### src/core/twcs_consts.svh
`ifndef TWCS_CONSTS_SVH
`define TWCS_CONSTS_SVH

// seven-bit bus address with the address-select pin low (34h written form)
`define TWCS_ADDR_SEL0      7'h1a
// seven-bit bus address with the address-select pin high (36h written form)
`define TWCS_ADDR_SEL1      7'h1b
// bits in one byte on the wire, the ninth clock is the acknowledge
`define TWCS_BITS_PER_BYTE  4'h8
// width of the register index carried in the first data byte
`define TWCS_INDEX_W        7
// width of one control register
`define TWCS_DATA_W         16
// number of stages in a pin synchroniser
`define TWCS_SYNC_STAGES    2
// neutral identity word returned at index zero, value is arbitrary
`define TWCS_ID_VALUE       16'h5a01

`endif

### src/core/twcs_pkg.sv
package twcs_pkg;

    // link-side sequencer states
    typedef enum logic [2:0] {
        ST_IDLE,    // waiting for a start condition
        ST_RX,      // shifting in a byte from the master
        ST_ACK,     // holding sda low for the acknowledge clock
        ST_LOAD,    // one clock to fetch the byte to transmit
        ST_TX,      // shifting a read byte out
        ST_MACK,    // sampling the master acknowledge
        ST_WAIT     // ignoring the bus until start or stop
    } twcs_state_t;

    // position within a three-byte write
    typedef enum logic [1:0] {
        PH_INDEX,   // next byte is the register index
        PH_HI,      // next byte is the upper data byte
        PH_LO,      // next byte is the lower data byte
        PH_DONE     // sequence complete, further bytes refused
    } twcs_phase_t;

endpackage

### src/core/twcs_slave.sv
`include "twcs_consts.svh"
// Functional notes
// RULE1: low select pin picks two-wire, high disables it
// RULE2: start is sda falling while sclk high
// RULE3: after start shift eight bits msb first
// RULE4: matching address acknowledged by holding sda low
// RULE5: address mismatch idles until next start
// RULE6: write is index, upper byte, lower byte
// RULE7: stop ends transfer and returns to idle
// RULE8: stray start or stop abandons the transfer
// RULE9: address 34h pin low, 36h pin high
// RULE10: auto-increment writes consecutive registers after index
// RULE11: master reads via index write then repeated start
// RULE12: on read address ack, transmit register msb first
// RULE13: master acks first byte, not the last
// RULE14: every register readable over the data line
// RULE15: auto-increment read walks increasing indices until stop
// RULE16: control data handed over resynchronised to core clock
// RULE17: release sda when idle, change only sclk low
`timescale 1ns/1ps
`default_nettype none

module twcs_slave
    import twcs_pkg::*;
#(
    parameter int          AW       = `TWCS_INDEX_W,
    parameter int          DW       = `TWCS_DATA_W,
    parameter logic [15:0] ID_VALUE = `TWCS_ID_VALUE   // arbitrary identity word
) (
    input  wire logic          clk,
    input  wire logic          rst_b,
    input  wire logic          interface_select_pin,
    input  wire logic          addr_select_pin,
    input  wire logic          auto_inc_en,
    input  wire logic          scl_i,
    input  wire logic          sda_i,
    output logic               sda_o,
    output logic               sda_oe_b,
    output logic               reg_wr_valid,
    output logic      [AW-1:0] reg_wr_index,
    output logic      [DW-1:0] reg_wr_data
);

    ////////////////////////////////////////////////////////////////////////////
    // pin synchronisers and edge detection

    logic [4:0]    sync_s;      // synchronised pins
    logic          scl_s;       // synchronised clock line
    logic          sda_s;       // synchronised data line
    logic          sel_s;       // interface select, high means three-wire
    logic          asel_s;      // address select
    logic          auto_s;      // auto-increment enable
    logic          scl_d_r;     // previous scl sample
    logic          sda_d_r;     // previous sda sample
    logic          scl_rise;
    logic          scl_fall;
    logic          start_ev;
    logic          stop_ev;

    // every outside level passes two flops before any logic sees it
    twcs_sync #(.W(5)) u_sync (
        .clk      (clk),
        .rst_b    (rst_b),
        .async_in ({auto_inc_en, addr_select_pin, interface_select_pin, sda_i, scl_i}),
        .sync_out (sync_s)
    );

    assign scl_s  = sync_s[0];
    assign sda_s  = sync_s[1];
    assign sel_s  = sync_s[2];
    assign asel_s = sync_s[3];
    assign auto_s = sync_s[4];

    // delayed copies for edge finding, reset high like an idle bus
    always_ff @(posedge clk or negedge rst_b) begin
        if (!rst_b) begin
            scl_d_r <= 1'b1;
            sda_d_r <= 1'b1;
        end else begin
            scl_d_r <= scl_s;
            sda_d_r <= sda_s;
        end
    end

    assign scl_rise = scl_s & ~scl_d_r;
    assign scl_fall = ~scl_s & scl_d_r;
    // sda moving with sclk held high in both samples
    assign start_ev = scl_s & scl_d_r & sda_d_r & ~sda_s;   // see RULE2
    assign stop_ev  = scl_s & scl_d_r & ~sda_d_r & sda_s;   // see RULE7

    // own bus address from the select pin
    function automatic logic [6:0] twcs_own_addr(input logic sel);
        twcs_own_addr = sel ? `TWCS_ADDR_SEL1 : `TWCS_ADDR_SEL0;   // see RULE9
    endfunction

    ////////////////////////////////////////////////////////////////////////////
    // link sequencer

    twcs_state_t   state_r, state_nxt;
    twcs_phase_t   phase_r, phase_nxt;     // byte position in a write
    logic [3:0]    bitcnt_r, bitcnt_nxt;   // bits seen in the current byte
    logic [7:0]    shift_r, shift_nxt;     // receive or transmit shifter
    logic          is_addr_r, is_addr_nxt; // current byte is the address
    logic          rw_r, rw_nxt;           // read bit of last matched address
    logic [AW-1:0] index_r, index_nxt;     // register pointer
    logic [7:0]    hi_r, hi_nxt;           // held upper data byte
    logic          tx_lo_r, tx_lo_nxt;     // transmitting the lower byte
    logic          mack_r, mack_nxt;       // master acknowledged
    logic          sda_drv_r, sda_drv_nxt; // pulling sda low
    logic          wr_valid_r, wr_valid_nxt;
    logic [AW-1:0] wr_index_r, wr_index_nxt;
    logic [DW-1:0] wr_data_r, wr_data_nxt;
    logic [DW-1:0] rd_word;                // word at index_r, valid in the same clock as index_r
    logic [7:0]    tx_byte;                // byte chosen for transmission

    assign tx_byte = tx_lo_r ? rd_word[7:0] : rd_word[15:8];

    // next-state logic; bus conditions take priority over bit handling
    always_comb begin
        state_nxt    = state_r;
        phase_nxt    = phase_r;
        bitcnt_nxt   = bitcnt_r;
        shift_nxt    = shift_r;
        is_addr_nxt  = is_addr_r;
        rw_nxt       = rw_r;
        index_nxt    = index_r;
        hi_nxt       = hi_r;
        tx_lo_nxt    = tx_lo_r;
        mack_nxt     = mack_r;
        sda_drv_nxt  = sda_drv_r;
        wr_valid_nxt = 1'b0;
        wr_index_nxt = wr_index_r;
        wr_data_nxt  = wr_data_r;
        if (sel_s) begin
            // three-wire mode selected: stay off the bus
            state_nxt   = ST_IDLE;   // see RULE1
            sda_drv_nxt = 1'b0;
        end else if (start_ev) begin
            // start or repeated start; index is kept for a following read
            state_nxt   = ST_RX;     // see RULE2 see RULE8 see RULE11
            bitcnt_nxt  = 4'h0;
            is_addr_nxt = 1'b1;
            phase_nxt   = PH_INDEX;
            sda_drv_nxt = 1'b0;
        end else if (stop_ev) begin
            state_nxt   = ST_IDLE;   // see RULE7 see RULE8
            sda_drv_nxt = 1'b0;
        end else begin
            case (state_r)
                ST_RX: begin
                    if (scl_rise) begin
                        // msb first, sampled while sclk is high
                        shift_nxt  = {shift_r[6:0], sda_s};   // see RULE3
                        bitcnt_nxt = bitcnt_r + 4'h1;
                    end else if (scl_fall && bitcnt_r == `TWCS_BITS_PER_BYTE) begin
                        bitcnt_nxt = 4'h0;
                        if (is_addr_r) begin
                            if (shift_r[7:1] == twcs_own_addr(asel_s)) begin
                                rw_nxt      = shift_r[0];
                                state_nxt   = ST_ACK;   // see RULE4
                                sda_drv_nxt = 1'b1;
                            end else begin
                                state_nxt = ST_WAIT;    // see RULE5
                            end
                        end else begin
                            state_nxt   = ST_ACK;       // see RULE6
                            sda_drv_nxt = 1'b1;
                            case (phase_r)
                                PH_INDEX: begin
                                    index_nxt = shift_r[AW-1:0];   // see RULE10
                                    phase_nxt = PH_HI;
                                end
                                PH_HI: begin
                                    hi_nxt    = shift_r;
                                    phase_nxt = PH_LO;
                                end
                                PH_LO: begin
                                    // full word, hand to the core
                                    wr_valid_nxt = 1'b1;   // see RULE16
                                    wr_index_nxt = index_r;
                                    wr_data_nxt  = {hi_r, shift_r};
                                    if (auto_s) begin
                                        index_nxt = index_r + 7'h01;   // see RULE10
                                        phase_nxt = PH_HI;
                                    end else begin
                                        phase_nxt = PH_DONE;
                                    end
                                end
                                default: begin
                                    // extra byte after a plain write is not acked
                                    state_nxt   = ST_WAIT;
                                    sda_drv_nxt = 1'b0;
                                end
                            endcase
                        end
                    end
                end
                ST_ACK: begin
                    // release on the falling edge that ends the ack clock
                    if (scl_fall) begin
                        sda_drv_nxt = 1'b0;   // see RULE17
                        bitcnt_nxt  = 4'h0;
                        if (is_addr_r && rw_r) begin
                            tx_lo_nxt = 1'b0;
                            state_nxt = ST_LOAD;   // see RULE12
                        end else begin
                            state_nxt = ST_RX;
                        end
                        is_addr_nxt = 1'b0;
                    end
                end
                ST_LOAD: begin
                    // sclk is low here, so driving the first bit is safe
                    shift_nxt   = tx_byte;          // see RULE14
                    sda_drv_nxt = ~tx_byte[7];      // see RULE12 see RULE17
                    bitcnt_nxt  = 4'h0;
                    state_nxt   = ST_TX;
                end
                ST_TX: begin
                    if (scl_rise) begin
                        bitcnt_nxt = bitcnt_r + 4'h1;
                    end else if (scl_fall) begin
                        if (bitcnt_r == `TWCS_BITS_PER_BYTE) begin
                            sda_drv_nxt = 1'b0;   // master owns the ack bit
                            bitcnt_nxt  = 4'h0;
                            state_nxt   = ST_MACK;
                        end else begin
                            shift_nxt   = {shift_r[6:0], 1'b0};
                            sda_drv_nxt = ~shift_r[6];   // see RULE12 see RULE17
                        end
                    end
                end
                ST_MACK: begin
                    if (scl_rise) begin
                        mack_nxt   = ~sda_s;
                        bitcnt_nxt = 4'h1;
                    end else if (scl_fall && bitcnt_r == 4'h1) begin
                        bitcnt_nxt = 4'h0;
                        if (!mack_r) begin
                            // no ack: master takes the line back
                            state_nxt = ST_WAIT;   // see RULE13
                        end else if (!tx_lo_r) begin
                            tx_lo_nxt = 1'b1;
                            state_nxt = ST_LOAD;
                        end else begin
                            // without auto-increment the same word repeats
                            tx_lo_nxt = 1'b0;
                            state_nxt = ST_LOAD;
                            if (auto_s) begin
                                index_nxt = index_r + 7'h01;   // see RULE15
                            end
                        end
                    end
                end
                ST_IDLE, ST_WAIT: begin
                    sda_drv_nxt = 1'b0;   // see RULE5 see RULE17
                end
                default: begin
                    state_nxt   = ST_IDLE;
                    sda_drv_nxt = 1'b0;
                end
            endcase
        end
    end

    // sequencer registers
    always_ff @(posedge clk or negedge rst_b) begin
        if (!rst_b) begin
            state_r    <= ST_IDLE;
            phase_r    <= PH_INDEX;
            bitcnt_r   <= 4'h0;
            shift_r    <= 8'h00;
            is_addr_r  <= 1'b0;
            rw_r       <= 1'b0;
            index_r    <= '0;
            hi_r       <= 8'h00;
            tx_lo_r    <= 1'b0;
            mack_r     <= 1'b0;
            sda_drv_r  <= 1'b0;
            wr_valid_r <= 1'b0;
            wr_index_r <= '0;
            wr_data_r  <= '0;
        end else begin
            state_r    <= state_nxt;
            phase_r    <= phase_nxt;
            bitcnt_r   <= bitcnt_nxt;
            shift_r    <= shift_nxt;
            is_addr_r  <= is_addr_nxt;
            rw_r       <= rw_nxt;
            index_r    <= index_nxt;
            hi_r       <= hi_nxt;
            tx_lo_r    <= tx_lo_nxt;
            mack_r     <= mack_nxt;
            sda_drv_r  <= sda_drv_nxt;
            wr_valid_r <= wr_valid_nxt;
            wr_index_r <= wr_index_nxt;
            wr_data_r  <= wr_data_nxt;
        end
    end

    ////////////////////////////////////////////////////////////////////////////
    // register store; read address runs one step ahead so data is ready in load

    twcs_regmem #(.AW(AW), .DW(DW), .ID_VALUE(ID_VALUE)) u_mem (
        .clk   (clk),
        .rst_b (rst_b),
        .we    (wr_valid_r),
        .waddr (wr_index_r),
        .wdata (wr_data_r),
        .raddr (index_nxt),
        .rdata (rd_word)
    );

    ////////////////////////////////////////////////////////////////////////////
    // outputs; the line is open drain so only the enable ever moves

    logic sda_o_r;        // constant low drive value, kept in a flop
    logic sda_oe_b_r;     // enable in its own flop, no inverter after it on the pin
    logic sda_oe_b_nxt;

    // enable tracks the next drive value, so it moves on the same edge as sda_drv_r
    always_comb begin
        sda_oe_b_nxt = ~sda_drv_nxt;
    end

    always_ff @(posedge clk or negedge rst_b) begin
        if (!rst_b) begin
            sda_o_r    <= 1'b0;
            sda_oe_b_r <= 1'b1;
        end else begin
            sda_o_r    <= 1'b0;
            sda_oe_b_r <= sda_oe_b_nxt;
        end
    end

    assign sda_o        = sda_o_r;
    assign sda_oe_b     = sda_oe_b_r;
    assign reg_wr_valid = wr_valid_r;
    assign reg_wr_index = wr_index_r;
    assign reg_wr_data  = wr_data_r;

    ////////////////////////////////////////////////////////////////////////////
    // assertions

    property p_mode_off;
        @(posedge clk) disable iff (!rst_b)
        sel_s |=> (state_r == ST_IDLE && !sda_drv_r);
    endproperty
    a_mode_off: assert property (p_mode_off) else $error("select high left link active"); // see RULE1

    property p_start_rx;
        @(posedge clk) disable iff (!rst_b)
        (start_ev && !sel_s) |=> (state_r == ST_RX && bitcnt_r == 4'h0 && is_addr_r);
    endproperty
    a_start_rx: assert property (p_start_rx) else $error("start not taken"); // see RULE2

    property p_bit_count;
        @(posedge clk) disable iff (!rst_b)
        (state_r == ST_RX && scl_rise && !sel_s && !start_ev && !stop_ev)
            |=> (bitcnt_r == $past(bitcnt_r) + 4'h1 && shift_r[0] == $past(sda_s));
    endproperty
    a_bit_count: assert property (p_bit_count) else $error("bit not shifted in"); // see RULE3

    property p_addr_ack;
        @(posedge clk) disable iff (!rst_b)
        (state_r == ST_RX && is_addr_r && scl_fall && bitcnt_r == 4'h8 && !sel_s
            && shift_r[7:1] == twcs_own_addr(asel_s))
            |=> (state_r == ST_ACK && sda_drv_r);
    endproperty
    a_addr_ack: assert property (p_addr_ack) else $error("own address not acked"); // see RULE4 see RULE9

    property p_addr_miss;
        @(posedge clk) disable iff (!rst_b)
        (state_r == ST_RX && is_addr_r && scl_fall && bitcnt_r == 4'h8 && !sel_s
            && shift_r[7:1] != twcs_own_addr(asel_s))
            |=> (state_r == ST_WAIT && !sda_drv_r);
    endproperty
    a_addr_miss: assert property (p_addr_miss) else $error("foreign address not ignored"); // see RULE5

    property p_stop_idle;
        @(posedge clk) disable iff (!rst_b)
        (stop_ev && !sel_s) |=> (state_r == ST_IDLE && !sda_drv_r);
    endproperty
    a_stop_idle: assert property (p_stop_idle) else $error("stop did not idle"); // see RULE7 see RULE8

    property p_wr_pulse;
        @(posedge clk) disable iff (!rst_b)
        wr_valid_r |-> ##1 (!wr_valid_r && $stable(wr_data_r)) ##1 !wr_valid_r;
    endproperty
    a_wr_pulse: assert property (p_wr_pulse) else $error("write strobe too long"); // see RULE6 see RULE16

    property p_auto_wr;
        @(posedge clk) disable iff (!rst_b)
        (wr_valid_nxt && auto_s && !sel_s) |=> (index_r == $past(index_r) + 7'h01 && phase_r == PH_HI);
    endproperty
    a_auto_wr: assert property (p_auto_wr) else $error("write pointer not advanced"); // see RULE10

    property p_tx_bit;
        @(posedge clk) disable iff (!rst_b)
        (state_r == ST_TX) |-> (sda_drv_r == ~shift_r[7]);
    endproperty
    a_tx_bit: assert property (p_tx_bit) else $error("sda not msb of shifter"); // see RULE12

    property p_drive_low_scl;
        @(posedge clk) disable iff (!rst_b)
        $rose(sda_drv_r) |-> !$past(scl_s);
    endproperty
    a_drive_low_scl: assert property (p_drive_low_scl) else $error("sda pulled while sclk high"); // see RULE17

endmodule

`default_nettype wire

### src/core/twcs_sync.sv
`timescale 1ns/1ps
`default_nettype none

// plain two-flop synchroniser for slow pins, one bit per lane
module twcs_sync #(
    parameter int W = 5
) (
    input  wire logic         clk,
    input  wire logic         rst_b,
    input  wire logic [W-1:0] async_in,
    output logic      [W-1:0] sync_out
);

    logic [W-1:0] meta_r;   // first stage, read only by the second
    logic [W-1:0] sync_r;   // second stage
    logic [W-1:0] meta_nxt;
    logic [W-1:0] sync_nxt;

    // next values: straight shift through the two stages
    always_comb begin
        meta_nxt = async_in;
        sync_nxt = meta_r;
    end

    // both stages reset high like an idle bus, so no false edge follows reset;
    // a select pin that reads high for two clocks only holds the link idle
    always_ff @(posedge clk or negedge rst_b) begin
        if (!rst_b) begin
            meta_r <= '1;
            sync_r <= '1;
        end else begin
            meta_r <= meta_nxt;
            sync_r <= sync_nxt;
        end
    end

    assign sync_out = sync_r;

endmodule

`default_nettype wire

### src/core/twcs_regmem.sv
`include "twcs_consts.svh"
`timescale 1ns/1ps
`default_nettype none

// control register store: one write port, one registered read port
module twcs_regmem #(
    parameter int          AW       = `TWCS_INDEX_W,
    parameter int          DW       = `TWCS_DATA_W,
    parameter logic [15:0] ID_VALUE = `TWCS_ID_VALUE   // arbitrary identity word
) (
    input  wire logic          clk,
    input  wire logic          rst_b,
    input  wire logic          we,
    input  wire logic [AW-1:0] waddr,
    input  wire logic [DW-1:0] wdata,
    input  wire logic [AW-1:0] raddr,
    output logic      [DW-1:0] rdata
);

    logic [DW-1:0] mem [0:(1<<AW)-1];   // no reset, contents come from writes
    logic [DW-1:0] rdata_r;             // registered read word
    logic [DW-1:0] rdata_nxt;

    // index zero always answers with the identity word
    always_comb begin
        if (raddr == '0) begin
            rdata_nxt = DW'(ID_VALUE);
        end else begin
            rdata_nxt = mem[raddr];
        end
    end

    // array write, kept free of reset so it maps onto ram
    always_ff @(posedge clk) begin
        if (we) begin
            mem[waddr] <= wdata;
        end
    end

    // read register
    always_ff @(posedge clk or negedge rst_b) begin
        if (!rst_b) begin
            rdata_r <= '0;
        end else begin
            rdata_r <= rdata_nxt;
        end
    end

    assign rdata = rdata_r;

endmodule

`default_nettype wire

### config.mk
export PLATFORM = sky130hd
export DESIGN_NAME = twcs_slave
export DESIGN_NICKNAME = d
export VERILOG_FILES = /design/src/core/twcs_pkg.sv /design/src/core/twcs_slave.sv /design/src/core/twcs_sync.sv /design/src/core/twcs_regmem.sv
export VERILOG_INCLUDE_DIRS = /design/src /design/src/core
export SDC_FILE = /design/constraint.sdc
export NUM_CORES = 2
export LEC_CHECK = 0
export BUFFER_PORTS_ARGS = -buffer_cell sky130_fd_sc_hd__buf_2
export CAP_MARGIN = 20
export CORE_MARGIN = 5
export CORE_UTILIZATION = 55
export CTS_CLUSTER_SIZE = 16
export DETAILED_ROUTE_END_ITERATION = 10
export HOLD_SLACK_MARGIN = 0.1
export PLACE_DENSITY = 0.71
export SLEW_MARGIN = 20
export SYNTH_ARGS = -nofsm -noshare
export SYNTH_HDL_FRONTEND = slang
export SYNTH_SLANG_ARGS = --single-unit
### constraint.sdc
create_clock -name clk -period 4.36 [get_ports clk]
set_clock_uncertainty 0.2 [all_clocks]
set_input_delay 0.654 -clock clk [delete_from_list [all_inputs] [get_ports clk]]
set_output_delay 0.654 -clock clk [all_outputs]
set_load 0.1 [all_outputs]
## Word-level counts from Yosys, hierarchy flattened

Memories as Yosys holds them, arrays and structs flattened.
Index checks and enable logic that the tools add are counted.

| storage, ports and cells | value |
|---|---|
| register bits | 90 |
| memory bits (writable) | 2,048 |
| input port bits | 7 |
| memories kept | 1 |

Memory list:

| memory | words | width | rd ports | clocked after memory_dff | write ports | line | RTL |
|---|---|---|---|---|---|---|---|
| u_mem.mem | 128 | 16 | 1 | 0 | 1 | twcs_regmem.sv:20 | `logic [DW-1:0] mem [0:(1<<AW)-1];` |

| cells by class | value |
|---|---|
| add/subtract/negate cells | 2 |
| eq/ne operators | 37 |
| mux-type cells | 91 |
| bitwise gates (word level) | 19 |
| reduce and logical (&&, ||, !) cells | 26 |

Operator list:

| operator | count |
|---|---|
| $mux 7 | 11 |
| $mux 3 | 15 |
| $mux 4 | 10 |
| $mux 8 | 5 |
| $ne 5x4->1 const B | 8 |
| $reduce_and 8->1 | 5 |
| $mux 1 | 33 |
| $pmux 7 s2 | 2 |
| $pmux 8 s3 | 1 |
| $ne 2x2->1 const B | 11 |
| $pmux 4 s5 | 1 |
| $pmux 3 s6 | 1 |
| $reduce_and 9->1 | 2 |
| $mux 16 | 1 |
| $mux 2 | 8 |
| $ne 4x4->1 const B | 4 |
| $not 1->1 | 12 |
| $reduce_bool 2->1 | 5 |
| $eq 3x3->1 const B | 3 |
| $add 7x1->7 const B | 1 |
| $and 1x1->1 | 7 |
| $eq 7x5->1 | 1 |
| $logic_not 7->1 | 1 |
| $reduce_and 7->1 | 1 |
| other kinds (23) | 26 |

## Longest topological paths before layout

| depth | value |
|---|---|
| word-level depth | 12 |
| gate-level depth with buffers | 19 |
| gate-level depth less buffers | 14 |

## Modules after synthesis

A second synthesis with hierarchy kept.

| unflattened totals | value |
|---|---|
| cell total of the unflattened synthesis | 4,116 |
| area, all modules | 83,448.8 µm² |

By module, submodules not included:

| module | instances | cells an instance | area each (µm²) | sequential area each (µm²) |
|---|---|---|---|---|
| twcs_regmem | 1 | 3,686 | 79,408.7 | 61,899.4 |
| twcs_slave | 1 | 420 | 3,777.4 | 1,605.3 |
| twcs_sync | 1 | 10 | 262.8 | 262.8 |

## Worst setup path before layout

Ideal clock, no wire load.

| timing | value |
|---|---|
| path kind | register to register |
| start point | reg scl_d_r |
| end point | reg u_mem.rdata_r[6] (netlist: u_mem.rdata[6]) |
| library setup time | 0.083 ns |
| arrival | 3.358 ns |
| required time | 4.077 ns |
| setup slack | 0.719 ns |
| cell stages (with the launch flop) | 16 |
| cell sequence | dfstp_2 > inv_1 > ha_1 > buf_2 > and4b_1 > nand2_1 > o32ai_1 > a21o_1 > buf_6 > buf_2 > buf_1 > clkbuf_1 > mux4_2 > a211oi_1 > o2111ai_1 > o22ai_1 |

| on the way | value |
|---|---|
| word-level cells in the longest chain between the ends | 10 |
| elaborated cells between the ends (all ways) | 21 |
| those cells by class | mux (9); bitwise (8); reduce/logical (3); memory (1) |

RTL lines:

| what | line | RTL |
|---|---|---|
| from (decl) | twcs_slave.sv:53 | `logic scl_d_r;` |
| from (signal assigned) | twcs_slave.sv:80 | `scl_d_r <= scl_s;` |
| $and 1x1->1 | twcs_slave.sv:86 | `assign scl_fall = ~scl_s & scl_d_r;` |
| $logic_and 1x1->1, on equally long branches | n/a |  |
| $mux 7, on equally long branches | twcs_slave.sv:237, twcs_slave.sv:155 |  |
| $mux 7, on equally long branches | twcs_slave.sv:234, twcs_slave.sv:151 |  |
| $pmux 7 s2 | twcs_slave.sv:149 | `case (state_r)` |
| $mux 7 | twcs_slave.sv:145 | `end else if (stop_ev) begin` |
| $mux 7 * | twcs_slave.sv:138 | `end else if (start_ev) begin` |
| $mux 7 * | twcs_slave.sv:134 | `if (sel_s) begin` |
| $mem_v2 128x16 / $logic_not 7->1 (equally long branches) | n/a |  |
| $mux 16 * | twcs_regmem.sv:26 | `if (raddr == '0) begin` |
| named net u_mem.rdata_nxt[6] | twcs_regmem.sv:22 | `logic [DW-1:0] rdata_nxt;` |
| to (signal assigned) | twcs_regmem.sv:45 | `rdata_r <= rdata_nxt;` |
| to (decl) | twcs_regmem.sv:21 | `logic [DW-1:0] rdata_r;` |

Mark *: on every way through the listed nets, which the timed path passes. The rest lies on a longest branch.
A chain may end at the register's enable or synchronous reset.

## Worst setup path after layout

| timing | value |
|---|---|
| start point | reg scl_d_r |
| end point | reg u_mem.rdata_r[15] (netlist: u_mem.rdata[15]) |

Same word-level chain as after synthesis.

==> results.py <==
metrics = {
    "sta": {
        "max_freq_mhz": 227,
        "hold_ws_ps": 155,
        "setup-violations-final": 2,
        "rsz0062_at_grt": "true",
        "tightest_slew_ps": 1140,
        "finalCritPeriodShare_pct": 101,
        "finalWorstSetupSlack_ps": -51.1,
        "hold_viol_final": 0,
        "period_needed_ps": 4410,
        "maxSlewViolCount": 0,
        "relSlewSlack_pct": 21.9,
    },
    "routing": {
        "drc": 3,
        "dr.pass1.iters": 11,
        "wl_microns": 283000,
        "ant_nets": 0,
        "avgViaCountPerCell": 6.59,
        "drtIter0Drc": 10000,
        "wl_per_cell_microns": 30.5,
        "vias": 61200,
    },
    "finish": {
        "utilization_pct": 65.4,
        "final_cell_mix": "edfxtp_1 (2047), nand2_1 (1695), buf_4 (693), nand3_1 (553), clkbuf_16 (219)",
        "syn_to_final_growth_pct": 18.5,
        "layout.cells.most_common": "edfxtp_1",
        "final_area_sq_um": 102000,
        "final_nets": 7072,
        "final_layout_size_suffix_gt1_share_pct": 18.3,
    },
    "hold_path": {
        "hold_depth": 0,
        "hold_path_class": "flop to flop",
    },
    "global_route": {
        "grt_antenna_before_repair": 16,
        "grt_util_all_layers_pct": 33.7,
        "overflow": 0,
        "grt_pass1_wl_microns": 401000,
        "grt_pass1_vias": 57700,
        "grt_max_degree": 127,
    },
    "placed_design": {
        "post_dp_cell_area_sq_um": 94000,
        "dp_hpwl_microns": 176000,
        "port_buffers": 31,
        "gp_congestion": 0.993,
    },
    "synthesis": {
        "syn_area_sq_um": 86000,
        "yosys_most_used_dff": "edfxtp_1",
        "synth_async_sr_flop_share_pct": 4.21,
        "syn_area_per_cell_sq_um": 13.4,
        "synth_cell_types": 84,
        "synth_warnings": 0,
        "syn_nets": 6431,
        "syn_inst": 6412,
        "ys_seq_elements": 2137,
        "ys_seq_area_share_pct": 74.1,
        "synth_edf_count": 2047,
    },
    "floorplan": {
        "fp.dieH_microns": 406,
        "initial_core_util_pct": 55.2,
        "ios": 33,
        "die_x_microns": 406,
        "coreArea_sq_um": 156000,
        "die-area_sq_um": 164000,
        "core.rowCount": 145,
    },
    "pwr": {
        "vdd_drop_max_mv": 0.425,
        "power_density_nw_per_um2": 555,
        "p_leak_nw": 34.3,
    },
    "worst_setup_path": {
        "crit_top_cell": "buf_4",
        "path_buf_inv": 6,
        "worst-setup-path-type": "flop to flop",
        "crit_chain": "inv_2 > ha_4 > nor3b_4 > nand4_1 > a221oi_2 > buf_4 > o21ai_4 > nand2_8 > buf_16 > buf_12 > nand2_1 > o22ai_1 > a221oi_1 > buf_4 > o22a_1 > nand4_1 > buf_4 > o211ai_1",
        "crit_fanout": 26,
        "cp.depth": 18,
        "critical_path.max_stage_delay_ps": 580,
        "reg2reg_depth": 18,
        "crit_family": "compound AO/OA/AOI/OAI gates",
        "cp-start-kind": "flop",
        "cp.arrival_ps": 4900,
        "worstSetupEndpointType": "flop",
        "slowest_stage": "dfstp_2",
        "cp.required_ps": 4850,
    },
    "clock_network": {
        "cts.reportedPaths.clkPinSlew_ps": 60,
        "h-tree-depth": 4,
        "clk_latency_ps": 870,
        "cts_tree": "built",
        "cts_root_buf": "clkbuf_16",
        "cts_buffers": 209,
        "clockBufferDepth": 3,
        "cts_sinks": 2137,
    },
    "run_status": {
        "status": "finished, violations left",
        "violations": "design-rule violations, negative setup slack",
    },
    "job": {
        "maxCapViolations": 0,
    },
}
final timing paths:
kind,start,endpoint,slack [ps]
setup / recovery,scl_d_r,u_mem.rdata[15],-50
hold / removal,u_sync.meta_r[3],u_sync.sync_out[3],150
hold reg to reg,u_sync.meta_r[3],u_sync.sync_out[3],150
min in group asynchronous,rst_b,tx_lo_r,300
max in group asynchronous,rst_b,u_mem.rdata[5],2220
setup reg to reg,scl_d_r,u_mem.rdata[15],-50
metal layers:
metal | track usage (%) | wire, microns
met4 | 18.1 | 18400
met3 | 9.46 | 41200
met2 | 50.2 | 126000
met5 | 0 | 71
met1 | 45.4 | 97900
cells by family (layout without fill, tap and decap cells):
family | after synthesis | after routing | synth area share, %
and+or+nand+nor | 2814 | 2814 | 14.2
DFF | 2137 | 2137 | 74.1
AOI/OAI and AO/OA | 833 | 833 | 6.78
buffers and inverters | 448 | 1256 | 2.50
muxes | 160 | 160 | 2.18
adders and majority gates | 12 | 12 | 0.175
xor gates and xnor gates | 7 | 7 | 0.0713
other | 1 | 11 | 0.00436
through the flow:
step / power [W] / worst slack, ps / setup TNS (ps) / std cells
after floorplan: 0.0310 / 719 / 0 / 6412
after global placement: 0.0376 / -430 / -2180 / 8847
after detailed placement: 0.0379 / -422 / -2340 / 8847
after CTS: 0.0555 / 2.81 / 0 / 9247
after global routing: 0.0585 / -85.4 / -525 / 9278
final: 0.0566 / -51.1 / -63.0 / 9288
cell type report:
class	count	area, sq um
antenna	10	25.0
clock buffer	267	5540
clock inverter	111	1130
fill	10600	53900
inverter	20	139
multi-input combinational	3827	20800
sequential	2137	63800
tap	2058	2570
timing repair buffer	857	7960
timing repair inverter	1	11.3
power by group:
| group | internal [W] | switching (W) | total, W |
|---|---|---|---|
| Sequential | 0.0223 | 0.000156 | 0.0224 |
| Clock | 0.00984 | 0.00784 | 0.0177 |
| Combinational | 0.00643 | 0.0100 | 0.0165 |
| Total | 0.0386 | 0.0180 | 0.0566 |
flip-flops by register name (all words and copies together), names as in the netlist, 2 cells and up:
signal / cells
shift_r: 8
index_r: 7
bitcnt_r: 4
hi_r: 8
reg_wr_data: 16
u_sync.sync_out: 5
state_r: 3
reg_wr_index: 7
u_mem.mem: 2047
phase_r: 2
u_sync.meta_r: 5
u_mem.rdata: 16
what timing repair did:
| action | in CTS | in global routing |
|---|---|---|
| gates resized for setup | 42 | 100 |
| endpoints found under the hold margin | 46 | 0 |
| gates cloned | 0 | 9 |
| buffers inserted | 15 | 21 |
| pin swaps | 11 | 17 |
| setup endpoints to repair | 16 | 16 |
| hold buffers | 7 | 0 |
synth_stat cells (all sizes together) (119+ instances only):
cell type | count | share of area, %
a211oi | 119 | 1.0
a21oi | 154 | 0.90
a311oi | 143 | 1.5
a31oi | 142 | 1.0
and3 | 217 | 1.6
buf | 303 | 1.9
clkbuf | 125 | 0.55
edfxtp | 2047 | 71
mux2i | 124 | 1.4
nand2 | 1702 | 7.4
nand3 | 555 | 3.2
nor2 | 188 | 0.82
Power figures use the tool's default switching activity.
